--- src/sie_pkg.sv ---
`default_nettype none
package sie_pkg;
   // Width of the instruction address bus.
   localparam int unsigned ADDR_W = 8;
   // Width of the program counter stack index.
   localparam int unsigned STACK_IDX_W = 4;
   // Forced address taken on interrupt entry.
   localparam logic [7:0] IRQ_VECTOR = 8'hFF;
   // Address after reset.
   localparam logic [7:0] PC_RESET = 8'h00;
   // Clock cycles per instruction.
   localparam int unsigned CYC_PER_INSTR = 2;
   // Interrupt enable after reset is off.
   localparam logic IE_RESET = 1'b0;
   // Least number of rising edges the source holds its request.
   localparam int unsigned IRQ_HOLD_EDGES = 2;
   // Acknowledge schemes of the interrupt source.
   typedef enum logic [1:0] {
      SIE_ACK_PORT_WRITE,
      SIE_ACK_PORT_READ,
      SIE_ACK_VECTOR
   } sie_ack_mode_t;
   // Instruction phase of the two-cycle cadence.
   typedef enum logic {
      SIE_PH_FETCH,
      SIE_PH_EXEC
   } sie_phase_t;
endpackage
`default_nettype wire

--- src/sie_link_if.sv ---
`timescale 1ns/1ps
`default_nettype none
// Signals between the processor's exception unit and the interrupt source.
interface sie_link_if;
   logic       irq;          // Interrupt request from the source, active high level.
   logic [7:0] instr_addr;   // Instruction address bus of the processor.
   logic       rd_strobe;    // One-cycle port read pulse.
   logic       wr_strobe;    // One-cycle port write pulse.
   logic [7:0] port_id;      // Port address with the strobes.
   // Processor end drives the bus and strobes, reads the request.
   modport cpu (input irq, output instr_addr, output rd_strobe, output wr_strobe, output port_id);
   // Source end drives the request, watches the bus and strobes.
   modport src (output irq, input instr_addr, input rd_strobe, input wr_strobe, input port_id);
endinterface
`default_nettype wire

--- src/sie_cpu_exc.sv ---
`timescale 1ns/1ps
`default_nettype none
module sie_cpu_exc #(
   parameter int unsigned STACK_DEPTH = 16   // Depth of the cyclic return stack.
) (
   input  wire logic       sys_clk_i,          // System clock.
   input  wire logic       rst_i,              // Asynchronous reset, active high.
   sie_link_if.cpu         link,               // Link to the interrupt source.
   input  wire logic [7:0] instr_addr_next_i,  // Address the core wants next if undisturbed.
   input  wire logic       carry_i,            // Carry result of the executing instruction.
   input  wire logic       zero_i,             // Zero result of the executing instruction.
   input  wire logic       flags_we_i,         // Executing instruction updates the flags.
   input  wire logic       en_irq_i,           // Executing instruction enables interrupts.
   input  wire logic       dis_irq_i,          // Executing instruction disables interrupts.
   input  wire logic       retirq_i,           // Executing instruction is return_from_irq_instr.
   input  wire logic       retirq_en_i,        // Return option: re-enable interrupts.
   input  wire logic       port_rd_i,          // Executing instruction reads a port.
   input  wire logic       port_wr_i,          // Executing instruction writes a port.
   input  wire logic [7:0] port_id_i,          // Port address of the executing instruction.
   output logic            exec_en_o,          // High in the execute cycle of a kept instruction.
   output logic            phase_o,            // High in the second cycle of each instruction.
   output logic            carry_o,            // Carry flag.
   output logic            zero_o,             // Zero flag.
   output logic            irq_en_o,           // Interrupt input enable.
   output logic            irq_taken_o         // One-cycle pulse on interrupt entry.
);
   // Refuses, at elaboration, a stack that the pointer cannot index or that is too shallow to wrap.
   if (STACK_DEPTH < 2 || STACK_DEPTH > (1 << sie_pkg::STACK_IDX_W))
   begin
      $error("STACK_DEPTH out of range");
   end

   sie_pkg::sie_phase_t   phase_q;        // Current cycle within the instruction.
   logic [7:0]            pc_q;           // Driven instruction address.
   logic                  carry_q;        // Live carry flag.
   logic                  zero_q;         // Live zero flag.
   logic                  carry_sv_q;     // Carry preserved at entry.
   logic                  zero_sv_q;      // Zero preserved at entry.
   logic                  ie_q;           // Interrupt enable.
   logic                  irq_q;          // Request sampled at a rising edge.
   logic [sie_pkg::STACK_IDX_W-1:0] sp_q; // Stack pointer, wraps cyclically.
   logic [7:0]            stack_q [STACK_DEPTH]; // Cyclic return address stack.
   logic                  rd_q;           // Registered read strobe.
   logic                  wr_q;           // Registered write strobe.
   logic [7:0]            pid_q;          // Registered port address.

   // Entry is decided in the execute cycle: the fetched instruction at pc_q is dropped.
   wire take_w    = (phase_q == sie_pkg::SIE_PH_EXEC) && irq_q && ie_q;
   wire exec_w    = (phase_q == sie_pkg::SIE_PH_EXEC) && !take_w;
   wire ret_w     = exec_w && retirq_i;
   wire [sie_pkg::STACK_IDX_W-1:0] sp_dec_w = (sp_q == '0) ?
      sie_pkg::STACK_IDX_W'(STACK_DEPTH - 1) : sp_q - 1'b1;
   wire [sie_pkg::STACK_IDX_W-1:0] sp_inc_w = (sp_q == sie_pkg::STACK_IDX_W'(STACK_DEPTH - 1)) ?
      '0 : sp_q + 1'b1;

   // Phase toggles every cycle; entry takes the same two cycles as any instruction.
   always_ff @(posedge sys_clk_i or posedge rst_i)
   begin
      if (rst_i)
      begin
         phase_q <= sie_pkg::SIE_PH_FETCH;
      end
      else
      begin
         phase_q <= (phase_q == sie_pkg::SIE_PH_FETCH) ? sie_pkg::SIE_PH_EXEC : sie_pkg::SIE_PH_FETCH;
      end
   end

   // The request is sampled on every rising edge; a short pulse may be missed.
   always_ff @(posedge sys_clk_i or posedge rst_i)
   begin
      if (rst_i)
      begin
         irq_q <= 1'b0;
      end
      else
      begin
         irq_q <= link.irq;
      end
   end

   // Program counter moves only at the end of an execute cycle.
   always_ff @(posedge sys_clk_i or posedge rst_i)
   begin
      if (rst_i)
      begin
         pc_q <= sie_pkg::PC_RESET;
      end
      else if (take_w)
      begin
         pc_q <= sie_pkg::IRQ_VECTOR;
      end
      else if (ret_w)
      begin
         pc_q <= stack_q[sp_dec_w];
      end
      else if (exec_w)
      begin
         pc_q <= instr_addr_next_i;
      end
   end

   // On entry the abandoned address is pushed so that return re-executes it.
   always_ff @(posedge sys_clk_i or posedge rst_i)
   begin
      if (rst_i)
      begin
         sp_q <= '0;
      end
      else if (take_w)
      begin
         sp_q <= sp_inc_w;
      end
      else if (ret_w)
      begin
         sp_q <= sp_dec_w;
      end
   end

   // Stack storage has no reset; stale entries are simply overwritten.
   always_ff @(posedge sys_clk_i)
   begin
      if (take_w)
      begin
         stack_q[sp_q] <= pc_q;
      end
   end

   // Live flags follow executed instructions and are restored on return.
   always_ff @(posedge sys_clk_i or posedge rst_i)
   begin
      if (rst_i)
      begin
         carry_q <= 1'b0;
         zero_q  <= 1'b0;
      end
      else if (ret_w)
      begin
         carry_q <= carry_sv_q;
         zero_q  <= zero_sv_q;
      end
      else if (exec_w && flags_we_i)
      begin
         carry_q <= carry_i;
         zero_q  <= zero_i;
      end
   end

   // Flags are saved at entry; the dropped instruction never touched them.
   always_ff @(posedge sys_clk_i or posedge rst_i)
   begin
      if (rst_i)
      begin
         carry_sv_q <= 1'b0;
         zero_sv_q  <= 1'b0;
      end
      else if (take_w)
      begin
         carry_sv_q <= carry_q;
         zero_sv_q  <= zero_q;
      end
   end

   // Enable starts off, is cleared on entry, and set or cleared by instructions.
   always_ff @(posedge sys_clk_i or posedge rst_i)
   begin
      if (rst_i)
      begin
         ie_q <= sie_pkg::IE_RESET;
      end
      else if (take_w)
      begin
         ie_q <= 1'b0;
      end
      else if (ret_w)
      begin
         ie_q <= retirq_en_i;
      end
      else if (exec_w && (en_irq_i || dis_irq_i))
      begin
         ie_q <= en_irq_i && !dis_irq_i;
      end
   end

   // Port strobes issued only for executed instructions, registered as data.
   always_ff @(posedge sys_clk_i or posedge rst_i)
   begin
      if (rst_i)
      begin
         rd_q  <= 1'b0;
         wr_q  <= 1'b0;
         pid_q <= '0;
      end
      else
      begin
         rd_q  <= exec_w && port_rd_i;
         wr_q  <= exec_w && port_wr_i;
         pid_q <= port_id_i;
      end
   end

   // Outputs.
   assign link.instr_addr = pc_q;
   assign link.rd_strobe  = rd_q;
   assign link.wr_strobe  = wr_q;
   assign link.port_id    = pid_q;
   assign exec_en_o       = exec_w;
   assign phase_o         = (phase_q == sie_pkg::SIE_PH_EXEC);
   assign carry_o         = carry_q;
   assign zero_o          = zero_q;
   assign irq_en_o        = ie_q;
   assign irq_taken_o     = take_w;
endmodule
`default_nettype wire

--- src/flat_wrapper.sv ---
// flat-port wrapper written by rule: the top's interface ports become plain ports
module sie_cpu_exc_flat 
#(
   parameter int unsigned STACK_DEPTH = 16                                       
)
  (sys_clk_i, rst_i, instr_addr_next_i, carry_i, zero_i, flags_we_i, en_irq_i, dis_irq_i, retirq_i, retirq_en_i, port_rd_i, port_wr_i, port_id_i, exec_en_o, phase_o, carry_o, zero_o, irq_en_o, irq_taken_o, link_irq, link_instr_addr, link_rd_strobe, link_wr_strobe, link_port_id);
  sie_link_if link_i ();
  input  wire logic sys_clk_i;
  input  wire logic rst_i;
  input  wire logic [7:0] instr_addr_next_i;
  input  wire logic carry_i;
  input  wire logic zero_i;
  input  wire logic flags_we_i;
  input  wire logic en_irq_i;
  input  wire logic dis_irq_i;
  input  wire logic retirq_i;
  input  wire logic retirq_en_i;
  input  wire logic port_rd_i;
  input  wire logic port_wr_i;
  input  wire logic [7:0] port_id_i;
  output logic exec_en_o;
  output logic phase_o;
  output logic carry_o;
  output logic zero_o;
  output logic irq_en_o;
  output logic irq_taken_o;
  input wire logic [$bits(link_i.irq)-1:0] link_irq;
  output wire logic [$bits(link_i.instr_addr)-1:0] link_instr_addr;
  output wire logic [$bits(link_i.rd_strobe)-1:0] link_rd_strobe;
  output wire logic [$bits(link_i.wr_strobe)-1:0] link_wr_strobe;
  output wire logic [$bits(link_i.port_id)-1:0] link_port_id;
  assign link_i.irq = link_irq;
  assign link_instr_addr = link_i.instr_addr;
  assign link_rd_strobe = link_i.rd_strobe;
  assign link_wr_strobe = link_i.wr_strobe;
  assign link_port_id = link_i.port_id;
  sie_cpu_exc #(.STACK_DEPTH(STACK_DEPTH)) u_core (.sys_clk_i(sys_clk_i), .rst_i(rst_i), .link(link_i), .instr_addr_next_i(instr_addr_next_i), .carry_i(carry_i), .zero_i(zero_i), .flags_we_i(flags_we_i), .en_irq_i(en_irq_i), .dis_irq_i(dis_irq_i), .retirq_i(retirq_i), .retirq_en_i(retirq_en_i), .port_rd_i(port_rd_i), .port_wr_i(port_wr_i), .port_id_i(port_id_i), .exec_en_o(exec_en_o), .phase_o(phase_o), .carry_o(carry_o), .zero_o(zero_o), .irq_en_o(irq_en_o), .irq_taken_o(irq_taken_o));
endmodule
--- config.mk ---
export PLATFORM = sky130hd
export DESIGN_NAME = sie_cpu_exc_flat
export DESIGN_NICKNAME = d
export VERILOG_FILES = /design/src/sie_pkg.sv /design/src/sie_link_if.sv /design/src/sie_cpu_exc.sv /design/src/flat_wrapper.sv
export SDC_FILE = /design/constraint.sdc
export NUM_CORES = 1
export LEC_CHECK = 0
export ABC_AREA = 1
export ABC_CLOCK_PERIOD_IN_PS = 3700
export BUFFER_PORTS_ARGS = -buffer_cell sky130_fd_sc_hd__buf_2
export CAP_MARGIN = 0
export CORE_MARGIN = 4
export CORE_UTILIZATION = 55
export DETAILED_ROUTE_END_ITERATION = 8
export GPL_ROUTABILITY_DRIVEN = 0
export PLACE_DENSITY = 0.8
export RECOVER_POWER = 50
export SLEW_MARGIN = 20
export SYNTH_ARGS = -nofsm -noshare
export SYNTH_HDL_FRONTEND = slang
export SYNTH_SLANG_ARGS = --single-unit
--- constraint.sdc ---
create_clock -name sys_clk_i -period 3.7 [get_ports sys_clk_i]
set_clock_uncertainty 0.2 [all_clocks]
set_input_delay 0.925 -clock sys_clk_i [delete_from_list [all_inputs] [get_ports sys_clk_i]]
set_output_delay 0.925 -clock sys_clk_i [all_outputs]
set_load 0.01 [all_outputs]
==> results.ini <==
[worst_setup_path]
cp_data_arrival_time_ns = 2.05
timing.setup.critical_path_class = reg2out
critPathCapture = exec_en_o
critical_path_peak_fanout = 12
ff2ff_setup_slack_ns = 0.66
setup.worst_path.start = u_core.phase_o
launching_element_type_of_the_critical_path = register
r2r-end = u_core.link.instr_addr[6]
endpoint_kind = primary output
crit_required_ns = 2.57
timing.reg2reg.worst_path_depth = 9
critical_path.reg2reg.startpoint = u_core.sp_q[1]

[global_routing]
grt_usage = 0.230
antenna_found_initial = 0
grt_max_degree = 55
grt_pass1_vias = 4593
wire_length_of_the_first_global_routing_pass_um = 24300
grt-ovfl-total = 0

[cts]
clock_slew_at_reported_path_ffs_ns = 0.06
postCtsResizedCells = 0
cts.repair_timing.setup_buffer_count = 0
numClockSinks = 157
clock_latency_ns = 0.42
cts_buffers = 17
ctsHoldBuffers = 0
cts-root-buf = clkbuf_16
max-clock-path-buffers = 2
cts_max_level = 4
tritoncts = done

[die]
fp.dieW_um = 118
core.rowCount = 39
die_y_um = 118
floorplan.die_area_sq_mm = 0.0139
ios = 52
initial_core_util = 0.572
core_region_area_sq_mm = 0.0116

[placement]
io_buffer_count = 51
placed_cell_area_sq_mm = 0.00698
place_hpwl_um = 9850

[run]
max-cap-violations = 1

[power_and_ir_drop]
cellLeakagePower_uw = 0.00304
sequentialPowerShare = 0.369
swShare = 0.394
power_frac_comb = 0.367
power_switching_uw = 2560
internal-power_uw = 3930
finalPower_uw = 6490
peakVddDrop_uv = 488
pwr-share-clk = 0.264
p_per_area_mw_per_mm2 = 861

[run_status]
run_status = finished with violations
violations = capacitance limit, slew limit

[finish]
final_layout_size_suffix_gt1_frac = 0.160
fillerInstances = 836
layout.cells.most_common_list = 128 x edfxtp_1, 89 x nand2_1, 62 x inv_1, 60 x nand3_1, 51 x buf_2
design_area_sq_mm = 0.00754
layout.cells.most_common = edfxtp_1
finalNetCount = 664
synth_to_final_area_change_pct = 13.6
antennaDiodeCount = 0

[sta]
timing.final.max_slew_violations = 30
hold_viol = 0
final.min_clock_period_ns = 3.17
setup_viol_count_final = 0
grt_setup_unrepaired = false
post-route-period-util = 0.858
fmax_mhz = 315
maxSlewHeadroom = -0.0824
timing_worst_slew_pin_value_ns = 1.62
setup_tns_ns = 0

[synth]
mappedNetlistArea_sq_mm = 0.00664
ys_dominant_reg_cell = edfxtp_1
synthesis.instances = 575
async_set_reset_flop_share_out_of_synthesis = 0.185
synth_cell_type_count = 34
synthesis.nets = 608
mean_syn_cell_area_sq_um = 11.5
ys_seq_elements = 157
yosys_warnings = 0
seq_area_frac_synth = 0.688
synth_enable_flop_cells = 128

[drt]
detail-route-antenna-nets = 0
remaining_drc_errors = 0
vias_cell = 5.93
drt-total-wl_um = 15400
route.detailed.wl_per_inst_um = 19.5
vias = 4665
detailedRoute.firstPassIterationCount = 6
drt_iter0_drcs = 593

[worst_hold_path]
min-delay-path-class = reg2reg
hold_path_startpoint = u_core.carry_sv_q

[state kept, by name, summed over array words and instances (netlist names)]
register,count
u_core.carry_o,1
u_core.link.rd_strobe,1
u_core.link.wr_strobe,1
u_core.stack_q,128
u_core.irq_en_o,1
u_core.irq_q,1
u_core.sp_q,4
u_core.zero_o,1
u_core.phase_o,1
u_core.link.instr_addr,8
u_core.carry_sv_q,1
u_core.zero_sv_q,1
u_core.link.port_id,8
[layout make-up]
class                   instances  area [sq um]  area share
repair buffers                 61           304      0.0403
clock buffers                  22           494      0.0655
clock inverters                10          98.8      0.0131
well taps                     143           179      0.0237
flip-flops and latches        157          4570       0.606
inverters                      68           255      0.0339
multi-input cells             326          1640       0.217
[per-layer routing]
| layer | track usage | part of all wire |
|---|---|---|
| met1 | 0.300 | 0.39 |
| met2 | 0.363 | 0.48 |
| met3 | 0.0586 | 0.10 |
| met4 | 0.112 | 0.030 |
| met5 | 0 | 0 |
[cell families after synthesis]
kind of cell | Yosys count | synth area share
buf+inv | 92 | 0.0639
xor+xnor | 1 | 0.00132
fa+ha+maj | 5 | 0.00943
compound gates | 103 | 0.0909
flops | 157 | 0.688
simple gates | 217 | 0.146
[worst min-delay path by stage]
stage	to	slack, ns	depth (start not counted)
after floorplan	u_core.carry_sv_q	0.25	2
after global placement	u_core.carry_sv_q	0.27	2
after detailed placement	u_core.carry_sv_q	0.27	2
after CTS	u_core.carry_sv_q	0.29	2
after global routing	u_core.zero_sv_q	0.34	2
final	u_core.carry_sv_q	0.29	2
[power groups by stage]
stage	logic, uW	registers, uW	clock network, uW
finish	2380	2390	1710
global route	2600	2400	1810
CTS	2380	2380	1720
detailed placement	2350	2420	0
global placement	2270	2410	0
floorplan	1660	2450	0
[Yosys cell counts, types with 2 or more instances]
library cell  instances  area (sq um)
clkbuf_1              4          15.0
nand2_1              89           334
a22oi_1               2          15.0
o22ai_1               7          43.8
buf_6                 6          67.6
nand3b_1              8          60.1
o21ai_1               8          40.0
a21oi_1              20           100
buf_2                 8          40.0
nand3_1              59           295
nand2_4               2          22.5
o211ai_1             20           150
inv_2                 5          18.8
inv_1                62           233
dfrtp_1              29           726
nand2_2               4          25.0
buf_4                 3          22.5
a21oi_2               2          17.5
nor2_1               50           188
o21ai_0              41           205
ha_1                  5          62.6
nor2_4                2          22.5
edfxtp_1            128          3840
[critical path, stage by stage, from the launching register on]
cell	delay, ns
dfrtp_1	0.63
nand3_1	0.42
inv_2	0.29
nor2_1	0.13
buf_2	0.16
[per-stage QoR]
stage	hold slack [ns]	worst slack (ns)	instances	utilization
after floorplan	0.249	1.17	575	-
after global placement	0.270	0.855	755	0.601
after detailed placement	0.270	0.735	755	0.601
after CTS	0.285	0.700	787	0.652
after global routing	0.336	0.324	787	0.649
final	0.289	0.525	787	0.649
No activity file was read; power rests on OpenSTA's default activity.
